$ cat src/inc/mmci_pkg.sv
/*
  Constants, types and helpers shared by the maintenance command decoder,
  its detection self-test engine and the bench.
  Assumes a single 25 MHz component clock.
*/
package mmci_pkg;
  // register numbers of the interconnect address register field
  localparam logic [4:0] REG_DEVICE_TYPE = 5'h01;
  localparam logic [4:0] REG_DEVICE_ID = 5'h02;
  localparam logic [4:0] REG_STATE = 5'h06;
  localparam logic [4:0] REG_ARRAY_LOW = 5'h0B;
  localparam logic [4:0] REG_ARRAY_HIGH = 5'h0C;
  localparam logic [4:0] REG_ARRAY_SIZE = 5'h11;
  localparam logic [4:0] REG_SELF_TEST = 5'h1B;
  localparam logic [4:0] REG_TEST_REPORT = 5'h1C;
  localparam logic [4:0] REG_BUS_SWAP = 5'h1D;
  localparam logic [4:0] REG_BUS_DEACT = 5'h1E;
  localparam logic [4:0] REG_BUS_ACT = 5'h1F;

  // storage_phase_one field positions (storage_side_lines)
  localparam int P1_BUS_LSB = 0;
  localparam int P1_MODULE_LSB = 3;
  localparam int P1_PARITY = 9;
  localparam int P1_WARM = 10;
  // storage_phase_two field positions
  localparam int P2_SIZE_LSB = 0;
  localparam int P2_BOARD_LSB = 6;
  localparam int P2_PARTIAL_LSB = 8;
  localparam int P2_RAM_LSB = 10;
  localparam int P2_SPEED = 12;
  localparam int P2_BOUND = 13;
  localparam int P2_E = 14;
  localparam int P2_SPEED_READ = 15;

  // device ID register layout
  localparam int ID_BUS_LSB = 0;
  localparam int ID_MODULE_LSB = 3;
  localparam int ID_PARITY = 9;
  // state register layout
  localparam int STATE_WARM = 0;
  localparam int STATE_DETACHED = 1;
  localparam int STATE_BACKUP = 2;

  // reset values
  localparam logic [15:0] RESET_WORD = 16'h0000;
  localparam logic [15:0] UNMAPPED_READ = 16'h0000;

  // comparator groups exercised by the self-test
  localparam int COMPARE_GROUPS = 4;

  // timing
  localparam int CLK_PERIOD_NS = 40;
  localparam int COMPARE_SETTLE_NS = 100;
  localparam int COMPARE_SETTLE_CYC = (COMPARE_SETTLE_NS + CLK_PERIOD_NS - 1) / CLK_PERIOD_NS;

  typedef enum logic [2:0] {
    RPT_NO_ERROR = 3'h0,
    RPT_MODULE_ERROR = 3'h1,
    RPT_TEST_REPORT = 3'h2,
    RPT_BUS_SWAP = 3'h3,
    RPT_DETACH = 3'h4,
    RPT_ATTACH = 3'h5
  } mmci_report_type;

  typedef enum logic [1:0] {
    SW_NONE = 2'h0,
    SW_SWAP = 2'h1,
    SW_DETACH = 2'h2,
    SW_ATTACH = 2'h3
  } mmci_switch_type;

  typedef enum logic {
    REPLY_ACK = 1'b0,
    REPLY_DATA = 1'b1
  } mmci_reply_type;

  function automatic logic [1:0] word_parity(input logic [15:0] w);
    return {^w[15:8], ^w[7:0]};
  endfunction
endpackage

$ cat src/inc/mmci_test_if.sv
/*
  Signals between the command decoder and the detection self-test engine.
  Assumes both ends share one clock.
*/
interface mmci_test_if;
  logic start;
  logic done;
  logic fail;
  logic [15:0] low_word;
  logic [19:0] addr;
  logic array_read;
  logic [31:0] array_data;
  logic array_valid;
  logic force_compare;
  logic [mmci_pkg::COMPARE_GROUPS-1:0] compare_flags;
  logic buffer_fail;

  modport engine(
    input start, addr, array_data, array_valid, compare_flags, buffer_fail,
    output done, fail, low_word, array_read, force_compare
  );
  modport ctrl(
    output start, addr, array_data, array_valid, compare_flags, buffer_fail,
    input done, fail, low_word, array_read, force_compare
  );
endinterface

$ cat src/core/mmci_detect_test.sv
/*
  Detection self-test engine: forces inverted values into the comparators,
  checks every one flags, then reads one storage word.
  Assumes start is a one-cycle pulse and array_valid answers array_read.
*/
module mmci_detect_test (
  input wire logic clk,
  input wire logic rst,
  mmci_test_if.engine tif
);
  typedef enum logic [1:0] {
    TS_IDLE = 2'h0,
    TS_FORCE = 2'h1,
    TS_READ = 2'h2
  } mmci_test_state_type;

  mmci_test_state_type state;
  logic [2:0] settle;
  logic compare_bad;

  always_ff @(posedge clk or posedge rst) begin
    if (rst) begin
      state <= TS_IDLE;
      settle <= 3'h0;
      compare_bad <= 1'b0;
      tif.force_compare <= 1'b0;
      tif.array_read <= 1'b0;
      tif.done <= 1'b0;
      tif.fail <= 1'b0;
      tif.low_word <= 16'h0000;
    end else begin
      tif.done <= 1'b0;
      tif.array_read <= 1'b0;
      unique case (state)
        TS_IDLE: begin
          if (tif.start) begin
            state <= TS_FORCE;
            settle <= 3'(mmci_pkg::COMPARE_SETTLE_CYC);
            compare_bad <= 1'b0;
            tif.force_compare <= 1'b1;
          end
        end
        TS_FORCE: begin
          if (settle == 3'h1) begin
            // every comparator must see the complement as a mismatch
            compare_bad <= ~(&tif.compare_flags) | tif.buffer_fail;
            tif.force_compare <= 1'b0;
            tif.array_read <= 1'b1;
            state <= TS_READ;
          end else begin
            settle <= settle - 3'h1;
          end
        end
        TS_READ: begin
          if (tif.array_valid) begin
            tif.low_word <= tif.array_data[15:0];
            tif.fail <= compare_bad;
            tif.done <= 1'b1;
            state <= TS_IDLE;
          end
        end
        default: state <= TS_IDLE;
      endcase
    end
  end
endmodule // mmci_detect_test

$ cat src/core/mmci_top.sv
/*
  Maintenance command decoder and power-up parameter capture of the memory
  control unit.
  Assumes commands arrive one per ICN_VALID_IN pulse while ICN_READY_OUT is
  high, and that the report-line and bus-switch logic answer with done pulses.
*/
module mmci_top (
  input wire logic CLK_IN,
  input wire logic RST_IN,
  input wire logic ICN_VALID_IN,
  input wire logic ICN_WRITE_IN,
  input wire logic [4:0] ICN_REG_IN,
  input wire logic [15:0] ICN_DATA_IN,
  output logic ICN_READY_OUT,
  output logic REPLY_VALID_OUT,
  output mmci_pkg::mmci_reply_type REPLY_KIND_OUT,
  output logic [15:0] REPLY_DATA_OUT,
  output logic [1:0] REPLY_PARITY_OUT,
  output logic REPORT_VALID_OUT,
  output mmci_pkg::mmci_report_type REPORT_CODE_OUT,
  output logic REPORT_MODULE_LINE_OUT,
  output logic REPORT_BUS_LINE_OUT,
  output logic REPORT_CHECKER_OUT,
  input wire logic REPORT_DONE_IN,
  input wire logic REPORT_RECEIVED_IN,
  input wire mmci_pkg::mmci_report_type REPORT_RECEIVED_CODE_IN,
  output logic CLEAR_REPORT_COUNTER_OUT,
  output logic SWITCH_REQ_OUT,
  output mmci_pkg::mmci_switch_type SWITCH_KIND_OUT,
  input wire logic SWITCH_DONE_IN,
  input wire logic BACKUP_PRESENT_IN,
  input wire logic MEM_REQ_IN,
  output logic MEM_ACCEPT_OUT,
  output logic MEM_REFUSE_OUT,
  output logic ARRAY_READ_OUT,
  output logic [19:0] ARRAY_ADDR_OUT,
  input wire logic [31:0] ARRAY_DATA_IN,
  input wire logic ARRAY_VALID_IN,
  output logic FORCE_COMPARE_OUT,
  input wire logic [mmci_pkg::COMPARE_GROUPS-1:0] COMPARE_FLAGS_IN,
  input wire logic BUFFER_CHECK_FAIL_IN,
  input wire logic INIT_MEM_STROBE_IN,
  input wire logic INIT_PHASE1_STROBE_IN,
  input wire logic INIT_PHASE2_STROBE_IN,
  input wire logic [15:0] MEMORY_BUS_DATA_IN,
  input wire logic [19:0] STORAGE_SIDE_LINES_IN,
  output logic BUS_DETACHED_OUT,
  output logic ON_BACKUP_OUT
);
  typedef enum logic [2:0] {
    ST_IDLE = 3'h0,
    ST_TEST = 3'h1,
    ST_SWITCH = 3'h2,
    ST_REPORT = 3'h3,
    ST_REPORT_WAIT = 3'h4
  } mmci_state_type;
  mmci_state_type state;
  mmci_pkg::mmci_switch_type pend_switch;
  mmci_pkg::mmci_report_type pend_report;
  logic pend_checker;
  logic pend_both_lines;
  logic [15:0] device_type;
  logic [15:0] device_id;
  logic warm_start;
  logic [15:0] array_low;
  logic [15:0] array_high;
  logic [5:0] array_size;
  logic detached;
  logic on_backup;
  logic take;
  logic is_read;
  logic is_write;
  logic [15:0] read_word;
  mmci_test_if tif();

  mmci_detect_test u_detect_test (
    .clk(CLK_IN),
    .rst(RST_IN),
    .tif(tif)
  );

  assign tif.addr = {array_high[3:0], array_low};
  assign tif.array_data = ARRAY_DATA_IN;
  assign tif.array_valid = ARRAY_VALID_IN;
  assign tif.compare_flags = COMPARE_FLAGS_IN;
  assign tif.buffer_fail = BUFFER_CHECK_FAIL_IN;
  assign ARRAY_READ_OUT = tif.array_read;
  assign FORCE_COMPARE_OUT = tif.force_compare;

  // commands only decoded while idle so acks and reports keep request order
  assign take = ICN_VALID_IN && ICN_READY_OUT && (state == ST_IDLE);
  assign is_read = take && !ICN_WRITE_IN;
  assign is_write = take && ICN_WRITE_IN;
  assign tif.start = is_read && (ICN_REG_IN == mmci_pkg::REG_SELF_TEST);

  // register number field selects the register read back
  always_comb begin
    read_word = mmci_pkg::UNMAPPED_READ;
    unique case (ICN_REG_IN)
      mmci_pkg::REG_DEVICE_TYPE: read_word = device_type;
      mmci_pkg::REG_DEVICE_ID: read_word = device_id;
      mmci_pkg::REG_STATE: begin
        read_word[mmci_pkg::STATE_WARM] = warm_start;
        read_word[mmci_pkg::STATE_DETACHED] = detached;
        read_word[mmci_pkg::STATE_BACKUP] = on_backup;
      end
      mmci_pkg::REG_ARRAY_LOW: read_word = array_low;
      mmci_pkg::REG_ARRAY_HIGH: read_word = array_high;
      mmci_pkg::REG_ARRAY_SIZE: read_word = {10'h000, array_size};
      default: read_word = mmci_pkg::UNMAPPED_READ;
    endcase
  end

  // command sequencer
  always_ff @(posedge CLK_IN or posedge RST_IN) begin
    if (RST_IN) begin
      state <= ST_IDLE;
      pend_switch <= mmci_pkg::SW_NONE;
      pend_report <= mmci_pkg::RPT_NO_ERROR;
      pend_checker <= 1'b0;
      pend_both_lines <= 1'b0;
    end else begin
      unique case (state)
        ST_IDLE: begin
          // a self-test report must not inherit an earlier command's lines
          pend_switch <= mmci_pkg::SW_NONE;
          pend_checker <= 1'b0;
          pend_both_lines <= 1'b0;
          if (tif.start) begin
            state <= ST_TEST;
          end else if (is_write) begin
            unique case (ICN_REG_IN)
              mmci_pkg::REG_TEST_REPORT: begin
                pend_report <= mmci_pkg::RPT_TEST_REPORT;
                pend_checker <= ICN_DATA_IN[0];
                pend_both_lines <= 1'b1;
                state <= ST_REPORT;
              end
              mmci_pkg::REG_BUS_SWAP: begin
                // without a back-up bus the write is only acknowledged
                if (BACKUP_PRESENT_IN) begin
                  pend_switch <= mmci_pkg::SW_SWAP;
                  pend_report <= mmci_pkg::RPT_BUS_SWAP;
                  state <= ST_SWITCH;
                end
              end
              mmci_pkg::REG_BUS_DEACT: begin
                pend_switch <= mmci_pkg::SW_DETACH;
                pend_report <= mmci_pkg::RPT_DETACH;
                state <= ST_SWITCH;
              end
              mmci_pkg::REG_BUS_ACT: begin
                // only meaningful while running on a working back-up
                if (on_backup && detached) begin
                  pend_switch <= mmci_pkg::SW_ATTACH;
                  pend_report <= mmci_pkg::RPT_ATTACH;
                  state <= ST_SWITCH;
                end
              end
              default: state <= ST_IDLE;
            endcase
          end
        end
        ST_TEST: begin
          if (tif.done) begin
            pend_report <= tif.fail ? mmci_pkg::RPT_MODULE_ERROR
                                    : mmci_pkg::RPT_NO_ERROR;
            state <= ST_REPORT;
          end
        end
        ST_SWITCH: begin
          if (SWITCH_DONE_IN) begin
            state <= ST_REPORT;
          end
        end
        ST_REPORT: begin
          state <= ST_REPORT_WAIT;
        end
        ST_REPORT_WAIT: begin
          if (REPORT_DONE_IN) begin
            state <= ST_IDLE;
          end
        end
        default: state <= ST_IDLE;
      endcase
    end
  end

  always_ff @(posedge CLK_IN or posedge RST_IN) begin
    if (RST_IN) begin
      ICN_READY_OUT <= 1'b0;
    end else begin
      // mirrors the idle state one cycle ahead of the next decode
      ICN_READY_OUT <= (state == ST_IDLE && !take) || (state == ST_REPORT_WAIT && REPORT_DONE_IN);
    end
  end
  // memory bus replies: acks before execution, self-test data after the read
  always_ff @(posedge CLK_IN or posedge RST_IN) begin
    if (RST_IN) begin
      REPLY_VALID_OUT <= 1'b0;
      REPLY_KIND_OUT <= mmci_pkg::REPLY_ACK;
      REPLY_DATA_OUT <= mmci_pkg::RESET_WORD;
      REPLY_PARITY_OUT <= 2'h0;
    end else begin
      REPLY_VALID_OUT <= 1'b0;
      if (is_write) begin
        REPLY_VALID_OUT <= 1'b1;
        REPLY_KIND_OUT <= mmci_pkg::REPLY_ACK;
        REPLY_DATA_OUT <= 16'hFFFF;
        REPLY_PARITY_OUT <= mmci_pkg::word_parity(16'hFFFF);
      end else if (is_read && !tif.start) begin
        REPLY_VALID_OUT <= 1'b1;
        REPLY_KIND_OUT <= mmci_pkg::REPLY_DATA;
        REPLY_DATA_OUT <= read_word;
        REPLY_PARITY_OUT <= mmci_pkg::word_parity(read_word);
      end else if (state == ST_TEST && tif.done) begin
        REPLY_VALID_OUT <= 1'b1;
        REPLY_KIND_OUT <= mmci_pkg::REPLY_DATA;
        REPLY_DATA_OUT <= tif.low_word;
        REPLY_PARITY_OUT <= mmci_pkg::word_parity(tif.low_word);
      end
    end
  end
  // error report issue
  always_ff @(posedge CLK_IN or posedge RST_IN) begin
    if (RST_IN) begin
      REPORT_VALID_OUT <= 1'b0;
      REPORT_CODE_OUT <= mmci_pkg::RPT_NO_ERROR;
      REPORT_MODULE_LINE_OUT <= 1'b0;
      REPORT_BUS_LINE_OUT <= 1'b0;
      REPORT_CHECKER_OUT <= 1'b0;
    end else begin
      REPORT_VALID_OUT <= (state == ST_REPORT);
      if (state == ST_REPORT) begin
        REPORT_CODE_OUT <= pend_report;
        REPORT_MODULE_LINE_OUT <= 1'b1;
        REPORT_BUS_LINE_OUT <= pend_both_lines || (pend_switch != mmci_pkg::SW_NONE);
        REPORT_CHECKER_OUT <= pend_checker;
      end
    end
  end
  // bus switch request and resulting bus state
  always_ff @(posedge CLK_IN or posedge RST_IN) begin
    if (RST_IN) begin
      SWITCH_REQ_OUT <= 1'b0;
      SWITCH_KIND_OUT <= mmci_pkg::SW_NONE;
      detached <= 1'b0;
      on_backup <= 1'b0;
    end else begin
      // written data never reaches here: only the write event matters
      SWITCH_REQ_OUT <= is_write && (ICN_REG_IN == mmci_pkg::REG_BUS_SWAP
        ? BACKUP_PRESENT_IN
        : ICN_REG_IN == mmci_pkg::REG_BUS_DEACT
          || (ICN_REG_IN == mmci_pkg::REG_BUS_ACT && on_backup && detached));
      if (is_write) begin
        SWITCH_KIND_OUT <= mmci_pkg::SW_NONE;
        if (ICN_REG_IN == mmci_pkg::REG_BUS_SWAP) begin
          SWITCH_KIND_OUT <= mmci_pkg::SW_SWAP;
        end else if (ICN_REG_IN == mmci_pkg::REG_BUS_DEACT) begin
          SWITCH_KIND_OUT <= mmci_pkg::SW_DETACH;
        end else if (ICN_REG_IN == mmci_pkg::REG_BUS_ACT) begin
          SWITCH_KIND_OUT <= mmci_pkg::SW_ATTACH;
        end
      end
      if (state == ST_SWITCH && SWITCH_DONE_IN) begin
        unique case (pend_switch)
          mmci_pkg::SW_SWAP: on_backup <= ~on_backup;
          mmci_pkg::SW_DETACH: begin
            detached <= 1'b1;
            on_backup <= BACKUP_PRESENT_IN;
          end
          mmci_pkg::SW_ATTACH: detached <= 1'b0;
          default: detached <= detached;
        endcase
      end
    end
  end
  assign BUS_DETACHED_OUT = detached;
  assign ON_BACKUP_OUT = on_backup;
  // memory requests refused while detached; register access is unaffected
  always_ff @(posedge CLK_IN or posedge RST_IN) begin
    if (RST_IN) begin
      MEM_ACCEPT_OUT <= 1'b0;
      MEM_REFUSE_OUT <= 1'b0;
    end else begin
      MEM_ACCEPT_OUT <= MEM_REQ_IN && !detached;
      MEM_REFUSE_OUT <= MEM_REQ_IN && detached;
    end
  end
  // incoming bus swap report clears the report counter field
  always_ff @(posedge CLK_IN or posedge RST_IN) begin
    if (RST_IN) begin
      CLEAR_REPORT_COUNTER_OUT <= 1'b0;
    end else begin
      CLEAR_REPORT_COUNTER_OUT <= REPORT_RECEIVED_IN
        && (REPORT_RECEIVED_CODE_IN == mmci_pkg::RPT_BUS_SWAP);
    end
  end
  always_ff @(posedge CLK_IN or posedge RST_IN) begin
    if (RST_IN) begin
      ARRAY_ADDR_OUT <= 20'h00000;
    end else if (tif.start) begin
      ARRAY_ADDR_OUT <= tif.addr;
    end
  end
  // power-up capture; parity on the memory-side word is trusted as valid
  always_ff @(posedge CLK_IN or posedge RST_IN) begin
    if (RST_IN) begin
      array_low <= mmci_pkg::RESET_WORD;
      array_high <= mmci_pkg::RESET_WORD;
    end else if (INIT_MEM_STROBE_IN) begin
      array_low <= MEMORY_BUS_DATA_IN;
    end else if (is_write && ICN_REG_IN == mmci_pkg::REG_ARRAY_LOW) begin
      array_low <= ICN_DATA_IN;
    end else if (is_write && ICN_REG_IN == mmci_pkg::REG_ARRAY_HIGH) begin
      array_high <= ICN_DATA_IN;
    end
  end
  always_ff @(posedge CLK_IN or posedge RST_IN) begin
    if (RST_IN) begin
      device_id <= mmci_pkg::RESET_WORD;
      warm_start <= 1'b0;
    end else if (INIT_PHASE1_STROBE_IN) begin
      // upper storage lines are reserved and dropped
      device_id <= mmci_pkg::RESET_WORD;
      device_id[mmci_pkg::ID_BUS_LSB +: 3] <=
        STORAGE_SIDE_LINES_IN[mmci_pkg::P1_BUS_LSB +: 3];
      device_id[mmci_pkg::ID_MODULE_LSB +: 6] <=
        STORAGE_SIDE_LINES_IN[mmci_pkg::P1_MODULE_LSB +: 6];
      device_id[mmci_pkg::ID_PARITY] <= STORAGE_SIDE_LINES_IN[mmci_pkg::P1_PARITY];
      warm_start <= STORAGE_SIDE_LINES_IN[mmci_pkg::P1_WARM];
    end
  end
  always_ff @(posedge CLK_IN or posedge RST_IN) begin
    if (RST_IN) begin
      device_type <= mmci_pkg::RESET_WORD;
      array_size <= 6'h00;
    end else if (INIT_PHASE2_STROBE_IN) begin
      array_size <= STORAGE_SIDE_LINES_IN[mmci_pkg::P2_SIZE_LSB +: 6];
      // bits 19..16 reserved, ignored
      device_type <= STORAGE_SIDE_LINES_IN[15:0];
      device_type[5:0] <= 6'h00;
    end
  end
endmodule // mmci_top

$ cat config.mk
export PLATFORM = sky130hd
export DESIGN_NAME = mmci_top
export DESIGN_NICKNAME = d
export VERILOG_FILES = /design/src/inc/mmci_pkg.sv /design/src/inc/mmci_test_if.sv /design/src/core/mmci_detect_test.sv /design/src/core/mmci_top.sv
export SDC_FILE = /design/constraint.sdc
export NUM_CORES = 1
export LEC_CHECK = 0
export BUFFER_PORTS_ARGS = -buffer_cell sky130_fd_sc_hd__buf_4
export CAP_MARGIN = 10
export CORE_UTILIZATION = 45
export CTS_BUF_LIST = sky130_fd_sc_hd__clkbuf_16
export CTS_CLUSTER_DIAMETER = 60
export DETAILED_ROUTE_END_ITERATION = 10
export GPL_ROUTABILITY_DRIVEN = 0
export PLACE_DENSITY = 0.69
export RECOVER_POWER = 50
export SYNTH_ARGS = -nofsm -noshare
export SYNTH_HDL_FRONTEND = slang
export SYNTH_SLANG_ARGS = --single-unit
$ cat constraint.sdc
create_clock -name CLK_IN -period 14.88 [get_ports CLK_IN]
set_input_delay 2.976 -clock CLK_IN [delete_from_list [all_inputs] [get_ports CLK_IN]]
set_output_delay 2.976 -clock CLK_IN [all_outputs]
set_load 0.005 [all_outputs]
==> results.txt, run 1 <==
----------------------------------------------------
[Clock network]
  Worst skew pair latency ... 0.42 ns
  Post-cts sizing count ... 0
  Maximum clock path buffer count ... 2
  Cell at the root of the clock tree ... sky130_fd_sc_hd__clkbuf_16
  Number of levels the H-tree was split into ... 4
  Cts hold-fix bufs ... 0
  Clock-pin slew reported for the worst setup and hold paths after clock tree synthesis ... 0.06 ns
  Number of buffers inserted by post-CTS setup repair ... 0
  Number of buffers added by the clock tree synthesis step ... 17
  CTS tree ... yes
  Clock net sink count ... 151

[Placed design]
  Number of placed cells counting well taps ... 989
  Total placed instance area ... 0.00832 mm^2
  Hpwl dp ... 12,400 um
  Worst slack at placement ... 9.34 ns
  Number of buffers added on ports ... 147

[Yosys]
  Most used flip-flop cell after synthesis ... sky130_fd_sc_hd__dfrtp_1
  Net count after synthesis ... 777
  Portion of the post-synthesis area used by sequential elements ... 53.4%
  Number of enable flip-flop cells after synthesis ... 0
  Gate count of the mapped netlist ... 662
  Async set or reset register ratio after synthesis ... 100%
  Share of Yosys cell area claimed by the top area cell type ... 53.4%
  Biggest area contributors in the synthesized netlist ... sky130_fd_sc_hd__dfrtp_1 53%, sky130_fd_sc_hd__mux2_2 9.7%, sky130_fd_sc_hd__nand2_1 8.6%
  Number of warnings issued by yosys ... 0
  Cell taking the most area after synthesis ... sky130_fd_sc_hd__dfrtp_1
  #FFs+latches synth ... 151
  Yosys cell types ... 61
  Netlist area before placement ... 0.00707 mm^2
  Average size of a mapped cell ... 10.7 um^2

[Floorplanning]
  Core Area ... 0.0153 mm^2
  Top-level port count ... 168
  Die height ... 127 um
  Full die area ... 0.0162 mm^2
  Starting density of the core ... 46.4%
  Die X-Extent ... 127 um
  Row Count ... 45

[Critical path]
  Required @ worst endpoint ... 15.29 ns
  Slowest cell on the critical path ... sky130_fd_sc_hd__clkinvlp_2
  Critical R2R Launch ... state[1]$_DFFE_PP0P_
  Depth of the worst register-to-register path ... 6
  Critical path capture point type ... asynchronous set/reset pin
  Nature of the critical path startpoint ... input pin
  CP Buf/Inv Count ... 3
  Category of the critical setup timing path ... input pin to asynchronous set/reset pin
  Delay contributed by the slowest stage of the critical path ... 1.79 ns
  Largest driver fanout on the critical path ... 79
  Reg-to-reg endpoint ... state[1]$_DFFE_PP0P_
  Cell count along the critical path ... 3
  R2R Setup Slk ... 11.83 ns
  Arrival @ worst endpoint ... 5.95 ns
  Gate family responsible for the most delay along the worst path ... buffers and inverters
  Series of cell instances along the critical path ... clkbuf_4, clkinvlp_2, buf_4

[Cells and area]
  Fill count ... 1,333
  Util after Layout ... 57.8%
  Final standard cell count with taps included and fillers excluded ... 1,021
  Final layout net count ... 912
  Antenna diodes ... 0
  Final std cell area, no fill ... 0.00881 mm^2
  Share of final-layout standard cells stronger than drive strength 1 ... 29.6%
  Area Overhead vs Synth ... 24.6%
  Most common library cell in the layout ignoring fill and taps ... sky130_fd_sc_hd__nand2_1
  Most used cells in the layout excluding fill and tap cells ... 163 x sky130_fd_sc_hd__nand2_1, 151 x sky130_fd_sc_hd__dfrtp_1, 85 x sky130_fd_sc_hd__buf_4, 61 x sky130_fd_sc_hd__mux2_2, 58 x sky130_fd_sc_hd__clkbuf_4

[Drt]
  Via count ... 5,463
  Post-route antenna net violation count ... 0
  Number of DRC markers in iteration 0 ... 313
  Routed length per placed instance ... 16.9 um
  Via-to-Cell Ratio ... 5.35
  DR DRC count ... 0
  Routed length on met2 ... 8340 um
  Uppermost signal routing layer after detailed routing ... met4
  Routed length on met3 ... 1080 um
  DRT met1 WL ... 7460 um
  Detailed-routing iteration count for the pre-antenna-repair pass ... 8
  Post-Route WL ... 17,200 um

[Timing]
  Number of setup violations in the final report ... 0
  Setup repair after global routing missed its margin ... false
  Setup TNS Final ... 0 ns
  Worst clock skew on the final layout ... 0.00847 ns
  Period Utilization, post-route ... 37.3%
  Worst-margin pin slew ... 3.19 ns
  Final hold viol count ... 0
  Maximum clock rate ... 180 MHz
  Tightest slew margin relative to the limit ... -114%
  Number of max-slew violations in the final report ... 74
  Crit path setup slack, layout ... 9.33 ns
  Final min period ... 5.55 ns

[GRT]
  Global-route wire length before repair ... 28,200 um
  Initial antenna violation count ... 0
  Vias in the first global route ... 5,435
  Overall track demand over capacity in global routing ... 22.8%
  Aggregate global routing overflow ... 0
  Pin count of the biggest net entering global routing ... 80

[Status]
  Failing checks ... capacitance limit, slew limit
  Run status ... finished, violations left

[Worst hold path]
  Worst-case hold path end point ... REPORT_MODULE_LINE_OUT$_DFFE_PP0P_
  Hold wc startpoint ... REPORT_MODULE_LINE_OUT$_DFFE_PP0P_
  Worst hold-check path type ... register to register
  Worst Hold Path Cells ... 1

[Pwr]
  Worst-case vdd ir drop ... 0.0842 mV
  Ratio of total power to cell area ... 140 mW/mm^2
  Leak Pwr ... 4.22 nW

[Job]
  Max-Cap Viols ... 1

----------------------------------------------------
-- cell type report --
type                       instances  area [um^2]  area share (%)
multi-input combinational        465         3080            34.9
sequential                       151         3780            42.9
inverter                          10         38.8           0.440
clock inverter                    15          121            1.38
tap                              211          264            3.00
clock buffer                      17          425            4.83
timing repair buffer             152         1110            12.6
-- synthesized netlist by cell type (5+ instances only) --
master	number
sky130_fd_sc_hd__and3_1	5
sky130_fd_sc_hd__a22o_1	5
sky130_fd_sc_hd__buf_2	8
sky130_fd_sc_hd__a222oi_1	5
sky130_fd_sc_hd__inv_1	9
sky130_fd_sc_hd__ha_1	5
sky130_fd_sc_hd__mux2i_1	16
sky130_fd_sc_hd__nor2_1	20
sky130_fd_sc_hd__and2_1	5
sky130_fd_sc_hd__o21ai_0	34
sky130_fd_sc_hd__nand2_1	163
sky130_fd_sc_hd__a22oi_1	12
sky130_fd_sc_hd__a21oi_1	12
sky130_fd_sc_hd__nor2b_1	6
sky130_fd_sc_hd__xnor2_1	19
sky130_fd_sc_hd__dfrtp_1	151
sky130_fd_sc_hd__nand3_1	24
sky130_fd_sc_hd__mux2_2	61
sky130_fd_sc_hd__clkbuf_1	22
-- routing by layer --
layer / vias to the layer above / track usage, %
met4: 0 / 8.47
met3: 32 / 5.23
met5: - / 0
li1: 2578 / -
met2: 187 / 37.2
met1: 2666 / 29.6
-- registers in the layout, indices dropped and copies added, names as in the netlist, 3 cells and up --
signal,flops
REPORT_CODE_OUT,3
array_high,16
ARRAY_ADDR_OUT,20
device_type,10
REPLY_DATA_OUT,16
state,3
pend_report,3
array_size,6
u_detect_test.tif.low_word,16
u_detect_test.settle,3
array_low,16
device_id,10
-- worst max-delay path by stage --
stage	start	endpoint
after detailed placement	ICN_REG_IN[4]	array_high[1]$_DFFE_PP0P_
after CTS	ICN_REG_IN[3]	array_high[1]$_DFFE_PP0P_
after global placement	ICN_REG_IN[4]	array_high[0]$_DFFE_PP0P_
final	RST_IN	array_low[4]$_DFFE_PP0N_
after floorplan	RST_IN	ARRAY_ADDR_OUT[0]$_DFFE_PP0P_
after global routing	RST_IN	device_type[15]$_DFFE_PP0P_
-- through the flow --
| step | hold WS (ns) | power, W |
|---|---|---|
| global route | 0.498 | 0.00130 |
| finish | 0.473 | 0.00123 |
| floorplan | 0.435 | 0.000716 |
| detailed placement | 0.463 | 0.000850 |
| CTS | 0.476 | 0.00125 |
| global placement | 0.452 | 0.000835 |
-- report_power, final --
part / switching [W] / internal (W) / total [W]
logic: 0.000144 / 0.000145 / 0.000289
clock network: 0.000159 / 0.000241 / 0.000399
registers: 0.0000588 / 0.000486 / 0.000545
total: 0.000361 / 0.000871 / 0.00123
-- logic make-up after synthesis --
kind of cell	Yosys count	synth area share, %
compound gates	93	8.84
xor+xnor	25	3.68
fa+ha+maj	5	0.884
buf+inv	46	2.90
flops	151	53.4
mux	81	12.6
simple gates	261	17.7
(Power assumes the default switching activity.)
==> inputs of run 2 (changes only) <==
--- a/config.mk
+++ b/config.mk
@@ -5,6 +5,7 @@
 export SDC_FILE = /design/constraint.sdc
 export NUM_CORES = 1
 export LEC_CHECK = 0
+export ABC_AREA = 1
 export BUFFER_PORTS_ARGS = -buffer_cell sky130_fd_sc_hd__buf_4
 export CAP_MARGIN = 10
 export CORE_UTILIZATION = 45
@@ -12,7 +13,7 @@
 export CTS_CLUSTER_DIAMETER = 60
 export DETAILED_ROUTE_END_ITERATION = 10
 export GPL_ROUTABILITY_DRIVEN = 0
-export PLACE_DENSITY = 0.69
+export PLACE_DENSITY = 0.68
 export RECOVER_POWER = 50
 export SYNTH_ARGS = -nofsm -noshare
 export SYNTH_HDL_FRONTEND = slang
==> constraint.sdc (replaced) <==
create_clock -name CLK_IN -period 5.81 [get_ports CLK_IN]
set_input_delay 1.162 -clock CLK_IN [delete_from_list [all_inputs] [get_ports CLK_IN]]
set_output_delay 1.162 -clock CLK_IN [all_outputs]
set_load 0.005 [all_outputs]
==> results.txt, run 2 <==
----------------------------------------------------
[Status]
  Run status ... completed

[Drt]
  Via count ... 6,388
  DR DRC count ... 0
  Via-to-Cell Ratio ... 5.09
  Routed length on met3 ... 906 um
  Uppermost signal routing layer after detailed routing ... met4
  Detailed-routing iteration count for the pre-antenna-repair pass ... 5
  DRT met1 WL ... 7980 um
  Routed length on met2 ... 9350 um
  Post-route antenna net violation count ... 0
  Post-Route WL ... 18,700 um
  Routed length per placed instance ... 14.9 um
  Number of DRC markers in iteration 0 ... 378

[Clock network]
  Number of levels the H-tree was split into ... 4
  Clock-pin slew reported for the worst setup and hold paths after clock tree synthesis ... 0.06 ns
  Number of buffers inserted by post-CTS setup repair ... 0
  CTS tree ... yes
  Cell at the root of the clock tree ... sky130_fd_sc_hd__clkbuf_16
  Number of buffers added by the clock tree synthesis step ... 17
  Post-cts sizing count ... 0
  Cts hold-fix bufs ... 0
  Worst skew pair latency ... 0.42 ns
  Maximum clock path buffer count ... 2
  Clock net sink count ... 151

[Job]
  Max-Cap Viols ... 0

[Yosys]
  Most used flip-flop cell after synthesis ... sky130_fd_sc_hd__dfrtp_1
  Portion of the post-synthesis area used by sequential elements ... 50.8%
  Number of warnings issued by yosys ... 0
  Biggest area contributors in the synthesized netlist ... sky130_fd_sc_hd__dfrtp_1 51%, sky130_fd_sc_hd__nand2_1 13%, sky130_fd_sc_hd__inv_1 5.1%
  #FFs+latches synth ... 151
  Number of enable flip-flop cells after synthesis ... 0
  Most frequent cell after synthesis ... sky130_fd_sc_hd__nand2_1
  Cell taking the most area after synthesis ... sky130_fd_sc_hd__dfrtp_1
  Commonest cells in the synthesized netlist ... 255 x sky130_fd_sc_hd__nand2_1, 151 x sky130_fd_sc_hd__dfrtp_1, 101 x sky130_fd_sc_hd__inv_1
  Share of Yosys cell area claimed by the top area cell type ... 50.8%
  Yosys cell types ... 42
  Average size of a mapped cell ... 8.36 um^2
  Async set or reset register ratio after synthesis ... 100%
  Netlist area before placement ... 0.00744 mm^2
  Gate count of the mapped netlist ... 891
  Net count after synthesis ... 1,006

[Critical path]
  Largest driver fanout on the critical path ... 25
  Critical path capture point type ... register
  Category of the critical setup timing path ... input pin to register
  Arrival @ worst endpoint ... 3.71 ns
  Nature of the critical path startpoint ... input pin
  Required @ worst endpoint ... 6.11 ns

[GRT]
  Vias in the first global route ... 6,097
  Global-route wire length before repair ... 30,000 um
  Pin count of the biggest net entering global routing ... 108
  Aggregate global routing overflow ... 0
  Overall track demand over capacity in global routing ... 23.3%
  Initial antenna violation count ... 0

[Cells and area]
  Antenna diodes ... 0
  Most flops, register ... ARRAY_ADDR_OUT
  Most used cells in the layout excluding fill and tap cells ... 255 x sky130_fd_sc_hd__nand2_1, 151 x sky130_fd_sc_hd__dfrtp_1, 132 x sky130_fd_sc_hd__buf_4, 102 x sky130_fd_sc_hd__inv_1
  Fill count ... 1,493
  Flip-flop count of the largest register, all copies and words added ... 20
  Share of final-layout standard cells stronger than drive strength 1 ... 21.0%
  Most common library cell in the layout ignoring fill and taps ... sky130_fd_sc_hd__nand2_1
  Final layout net count ... 1,141
  Area Overhead vs Synth ... 23.6%

[Placed design]
  Hpwl dp ... 13,300 um
  Worst slack at placement ... 2.59 ns
  Number of buffers added on ports ... 147

[Timing]
  Number of setup violations in the final report ... 0
  Period Utilization, post-route ... 58.6%
  Worst clock skew on the final layout ... 0.00519 ns
  Final hold viol count ... 0
  Tightest slew margin relative to the limit ... 27.7%
  Setup TNS Final ... 0 ns
  Worst-margin pin slew ... 1.08 ns
  Crit path setup slack, layout ... 2.40 ns
  Number of max-slew violations in the final report ... 0
  Setup repair after global routing missed its margin ... false
  Maximum clock rate ... 294 MHz
  Final min period ... 3.41 ns

[Floorplanning]
  Core Area ... 0.0160 mm^2
  Starting density of the core ... 46.5%
  Die X-Extent ... 131 um
  Die height ... 131 um
  Row Count ... 46
  Top-level port count ... 168
  Full die area ... 0.0171 mm^2

[Pwr]
  Leak Pwr ... 4.70 nW
  Worst-case vdd ir drop ... 0.201 mV
  Ratio of total power to cell area ... 335 mW/mm^2

[Worst hold path]
  Worst hold-check path type ... register to register

----------------------------------------------------
run 2: cell types whose count changed after synthesis, moves of 25 or more:
cell                      delta
sky130_fd_sc_hd__o21ai_0    +26
sky130_fd_sc_hd__mux2_2     -39
sky130_fd_sc_hd__a21oi_1    +25
sky130_fd_sc_hd__nor2_1     +30
sky130_fd_sc_hd__nand3_1    +36
sky130_fd_sc_hd__inv_1      +92
sky130_fd_sc_hd__nand2_1    +92
run 2: path summary, 6_finish.rpt:
check                                                    from                                   endpoint  slack (ns)  cells after the start
max in group asynchronous                              RST_IN  u_detect_test.tif.low_word[2]$_DFFE_PP0P_        3.64                      3
hold / removal             REPORT_MODULE_LINE_OUT$_DFFE_PP0P_         REPORT_MODULE_LINE_OUT$_DFFE_PP0P_        0.47                      1
setup reg to reg                         state[2]$_DFFE_PP0P_             REPLY_DATA_OUT[12]$_DFFE_PP0P_        2.96                     10
min in group asynchronous                              RST_IN                   SWITCH_REQ_OUT$_DFF_PP0_        0.96                      2
setup / recovery                                ICN_REG_IN[4]                 pend_report[0]$_DFFE_PP0P_        2.40                     10
hold reg to reg            REPORT_MODULE_LINE_OUT$_DFFE_PP0P_         REPORT_MODULE_LINE_OUT$_DFFE_PP0P_        0.47                      1
run 2: area by class of cell:
| class | count | area [um^2] | area share, % |
|---|---|---|---|
| clock buffer | 17 | 425 | 4.62 |
| clock inverter | 15 | 138 | 1.50 |
| inverter | 107 | 407 | 4.42 |
| multi-input combinational | 599 | 3080 | 33.5 |
| sequential | 151 | 3780 | 41.1 |
| tap | 216 | 270 | 2.94 |
| timing repair buffer | 150 | 1100 | 12.0 |
run 2: power by group:
| group | switching [W] | internal [W] | leakage (nW) |
|---|---|---|---|
| sequential | 0.000111 | 0.00123 | 1.90 |
| clock | 0.000443 | 0.000625 | 0.280 |
| combinational | 0.000362 | 0.000311 | 2.51 |
run 2: kinds of logic (layout without fill, tap and decap cells):
logic type	after synthesis	in the layout	share of synthesized area, %
buf+inv	141	289	7.70
xor+xnor	14	14	1.65
mux	26	26	3.93
simple gates	411	411	24.4
flops	151	151	50.8
fa+ha+maj	5	5	0.840
compound gates	143	143	10.8
run 2: critical path, stage by stage:
cell	delay (ns)
sky130_fd_sc_hd__clkbuf_1	0.51
sky130_fd_sc_hd__inv_1	0.59
sky130_fd_sc_hd__nor2_1	0.57
sky130_fd_sc_hd__nand3_1	0.22
sky130_fd_sc_hd__nor2_1	0.21
sky130_fd_sc_hd__o31ai_1	0.09
sky130_fd_sc_hd__nand2_1	0.10
sky130_fd_sc_hd__inv_1	0.09
sky130_fd_sc_hd__nor2_1	0.10
sky130_fd_sc_hd__a31oi_1	0.05
run 2: layer usage:
| metal | global-route usage (%) | up-vias |
|---|---|---|
| li1 | - | 3165 |
| met1 | 29.0 | 3019 |
| met2 | 39.6 | 174 |
| met3 | 4.64 | 30 |
| met4 | 9.67 | 0 |
| met5 | 0 | - |
run 2: through the flow:
step	total power (W)	utilization (%)	instance area, um^2	hold WS [ns]	std cells
2_1_floorplan	0.00172	-	7440	0.443	891
3_3_place_gp	0.00203	54.2	8670	0.456	1223
3_5_place_dp	0.00204	54.2	8670	0.461	1223
4_1_cts	0.00312	57.7	9240	0.474	1255
5_1_grt	0.00326	57.5	9200	0.501	1255
6_report	0.00308	57.5	9200	0.468	1255
==> inputs of run 3 (changes only) <==
--- a/config.mk
+++ b/config.mk
@@ -13,7 +13,7 @@
 export CTS_CLUSTER_DIAMETER = 60
 export DETAILED_ROUTE_END_ITERATION = 10
 export GPL_ROUTABILITY_DRIVEN = 0
-export PLACE_DENSITY = 0.68
+export PLACE_DENSITY = 0.71
 export RECOVER_POWER = 50
 export SYNTH_ARGS = -nofsm -noshare
 export SYNTH_HDL_FRONTEND = slang
==> constraint.sdc (replaced) <==
create_clock -name CLK_IN -period 3.1 [get_ports CLK_IN]
set_input_delay 0.62 -clock CLK_IN [delete_from_list [all_inputs] [get_ports CLK_IN]]
set_output_delay 0.62 -clock CLK_IN [all_outputs]
set_load 0.005 [all_outputs]
==> results.txt, run 3 (synthesized netlist as in run 2, its figures left out) <==
----------------------------------------------------
[Drt]
  Number of DRC markers in iteration 0 ... 375
  Via-to-Cell Ratio ... 5.17
  DR DRC count ... 0
  Routed length per placed instance ... 14.8 um
  Detailed-routing iteration count for the pre-antenna-repair pass ... 4
  Via count ... 6,524
  Post-route antenna net violation count ... 0
  Post-Route WL ... 18,700 um

[Timing]
  Setup TNS Final ... 0 ns
  Setup repair after global routing missed its margin ... false
  Number of setup violations in the final report ... 0
  Worst clock skew on the final layout ... 0.00696 ns
  Number of max-slew violations in the final report ... 152
  Maximum clock rate ... 410 MHz
  Fin Hold WS ... 0.343 ns
  Final min period ... 2.44 ns
  Final hold viol count ... 0
  Worst-margin pin slew ... 2.03 ns
  Tightest slew margin relative to the limit ... -35.6%
  Period Utilization, post-route ... 78.6%

[Critical path]
  Largest driver fanout on the critical path ... 24
  Critical path capture point type ... register
  Nature of the critical path startpoint ... register
  Required @ worst endpoint ... 3.41 ns
  Arrival @ worst endpoint ... 2.75 ns
  Category of the critical setup timing path ... register to register

[Floorplanning]
  Die X-Extent ... 131 um
  Starting density of the core ... 46.5%
  Row Count ... 46
  Die height ... 131 um
  Top-level port count ... 168
  Core Area ... 0.0160 mm^2
  Full die area ... 0.0171 mm^2

[Cells and area]
  Fill count ... 1,468
  Area Overhead vs Synth ... 25.9%
  Share of final-layout standard cells stronger than drive strength 1 ... 22.3%
  Antenna diodes ... 0
  Flip-flop count of the largest register, all copies and words added ... 20
  Final layout net count ... 1,148
  Most flops, register ... ARRAY_ADDR_OUT
  Most used cells in the layout excluding fill and tap cells ... 255 x sky130_fd_sc_hd__nand2_1, 151 x sky130_fd_sc_hd__dfrtp_1, 151 x sky130_fd_sc_hd__buf_4, 102 x sky130_fd_sc_hd__inv_1
  Total area of multi-input combinational cells ... 0.00309 mm^2
  Most common library cell in the layout ignoring fill and taps ... sky130_fd_sc_hd__nand2_1
  FF/Latch Area ... 0.00378 mm^2

[Status]
  Run status ... finished, violations left
  Failing checks ... capacitance limit, slew limit

[Clock network]
  Number of buffers added by the clock tree synthesis step ... 17
  Worst skew pair latency ... 0.43 ns
  Clock-pin slew reported for the worst setup and hold paths after clock tree synthesis ... 0.06 ns
  CTS tree ... yes
  Clock net sink count ... 151
  Cell at the root of the clock tree ... sky130_fd_sc_hd__clkbuf_16
  Number of levels the H-tree was split into ... 4
  Post-cts sizing count ... 0
  Maximum clock path buffer count ... 2
  Cts hold-fix bufs ... 0
  Number of buffers inserted by post-CTS setup repair ... 0

[Pwr]
  Worst-case vdd ir drop ... 0.390 mV
  Ratio of total power to cell area ... 656 mW/mm^2
  Leak Pwr ... 4.79 nW

[GRT]
  Global-route wire length before repair ... 30,100 um
  Initial antenna violation count ... 0
  Aggregate global routing overflow ... 0
  Pin count of the biggest net entering global routing ... 152
  Overall track demand over capacity in global routing ... 23.2%
  Vias in the first global route ... 6,240

[Placed design]
  Hpwl dp ... 13,300 um
  Number of buffers added on ports ... 147

[Job]
  Max-Cap Viols ... 1

[Worst hold path]
  Worst hold-check path type ... input pin to register

----------------------------------------------------
## run 3: cell count changes in the layout (fill, tap and decap cells not counted), sizes merged
cell	change
bufinv	+4
buf	+19
inv	-1
clkinvlp	+1
clkinv	-4
clkbuf	-12
## run 3: final cells by class
cell class	count	area share [%]
flip-flops and latches	151	40.3
multi-input cells	599	33.0
repair buffers	157	12.5
clock buffers	17	4.54
inverters	107	4.30
well taps	216	2.88
clock inverters	15	2.51
## run 3: stage by stage
stage	util [%]	worst slack, ns	std cells	area (um^2)	total power (W)
finish	58.6	0.662	1262	9370	0.00615
global route	58.6	0.400	1262	9370	0.00647
CTS	58.7	0.655	1262	9400	0.00618
detailed placement	54.6	0.587	1230	8740	0.00386
global placement	54.6	0.628	1230	8740	0.00382
floorplan	-	0.577	891	7450	0.00322
## run 3: worst paths after layout
check	start	to	slack, ns	depth (start not counted)
min in group asynchronous	RST_IN	BUS_DETACHED_OUT$_DFFE_PP0P_	0.97	3
worst max register to register	state[2]$_DFFE_PP0P_	REPLY_DATA_OUT[15]$_DFFE_PP0P_	0.66	10
max in group asynchronous	RST_IN	u_detect_test.settle[0]$_DFFE_PP0P_	0.90	3
worst min-delay path	REPORT_RECEIVED_CODE_IN[2]	CLEAR_REPORT_COUNTER_OUT$_DFF_PP0_	0.34	2
worst min register to register	REPORT_MODULE_LINE_OUT$_DFFE_PP0P_	REPORT_MODULE_LINE_OUT$_DFFE_PP0P_	0.48	1
worst max-delay path	state[2]$_DFFE_PP0P_	REPLY_DATA_OUT[15]$_DFFE_PP0P_	0.66	10
## run 3: per-layer routing
metal	share of wire (%)	vias up	wire, um	track usage [%]
li1	-	3190	-	-
met1	43	3125	7960	28.7
met2	50	173	9390	40.0
met3	4.7	36	872	4.64
met4	2.4	0	456	8.72
met5	0	-	0	0
## run 3: critical path, stage by stage (launching register included)
cell,delay [ns]
sky130_fd_sc_hd__dfrtp_1,0.44
sky130_fd_sc_hd__nor2_4,0.15
sky130_fd_sc_hd__nand2_2,0.09
sky130_fd_sc_hd__inv_1,0.09
sky130_fd_sc_hd__nand4_2,0.16
sky130_fd_sc_hd__a21oi_4,0.39
sky130_fd_sc_hd__inv_1,0.44
sky130_fd_sc_hd__a21oi_1,0.27
sky130_fd_sc_hd__o21ai_0,0.12
sky130_fd_sc_hd__o21ai_0,0.11
sky130_fd_sc_hd__inv_1,0.05
## run 3: power by group
part | switching [W] | leakage [nW] | total [W] | internal [W]
sequential | 0.000219 | 1.90 | 0.00252 | 0.00230
clock | 0.000830 | 0.327 | 0.00233 | 0.00150
combinational | 0.000691 | 2.56 | 0.00130 | 0.000608
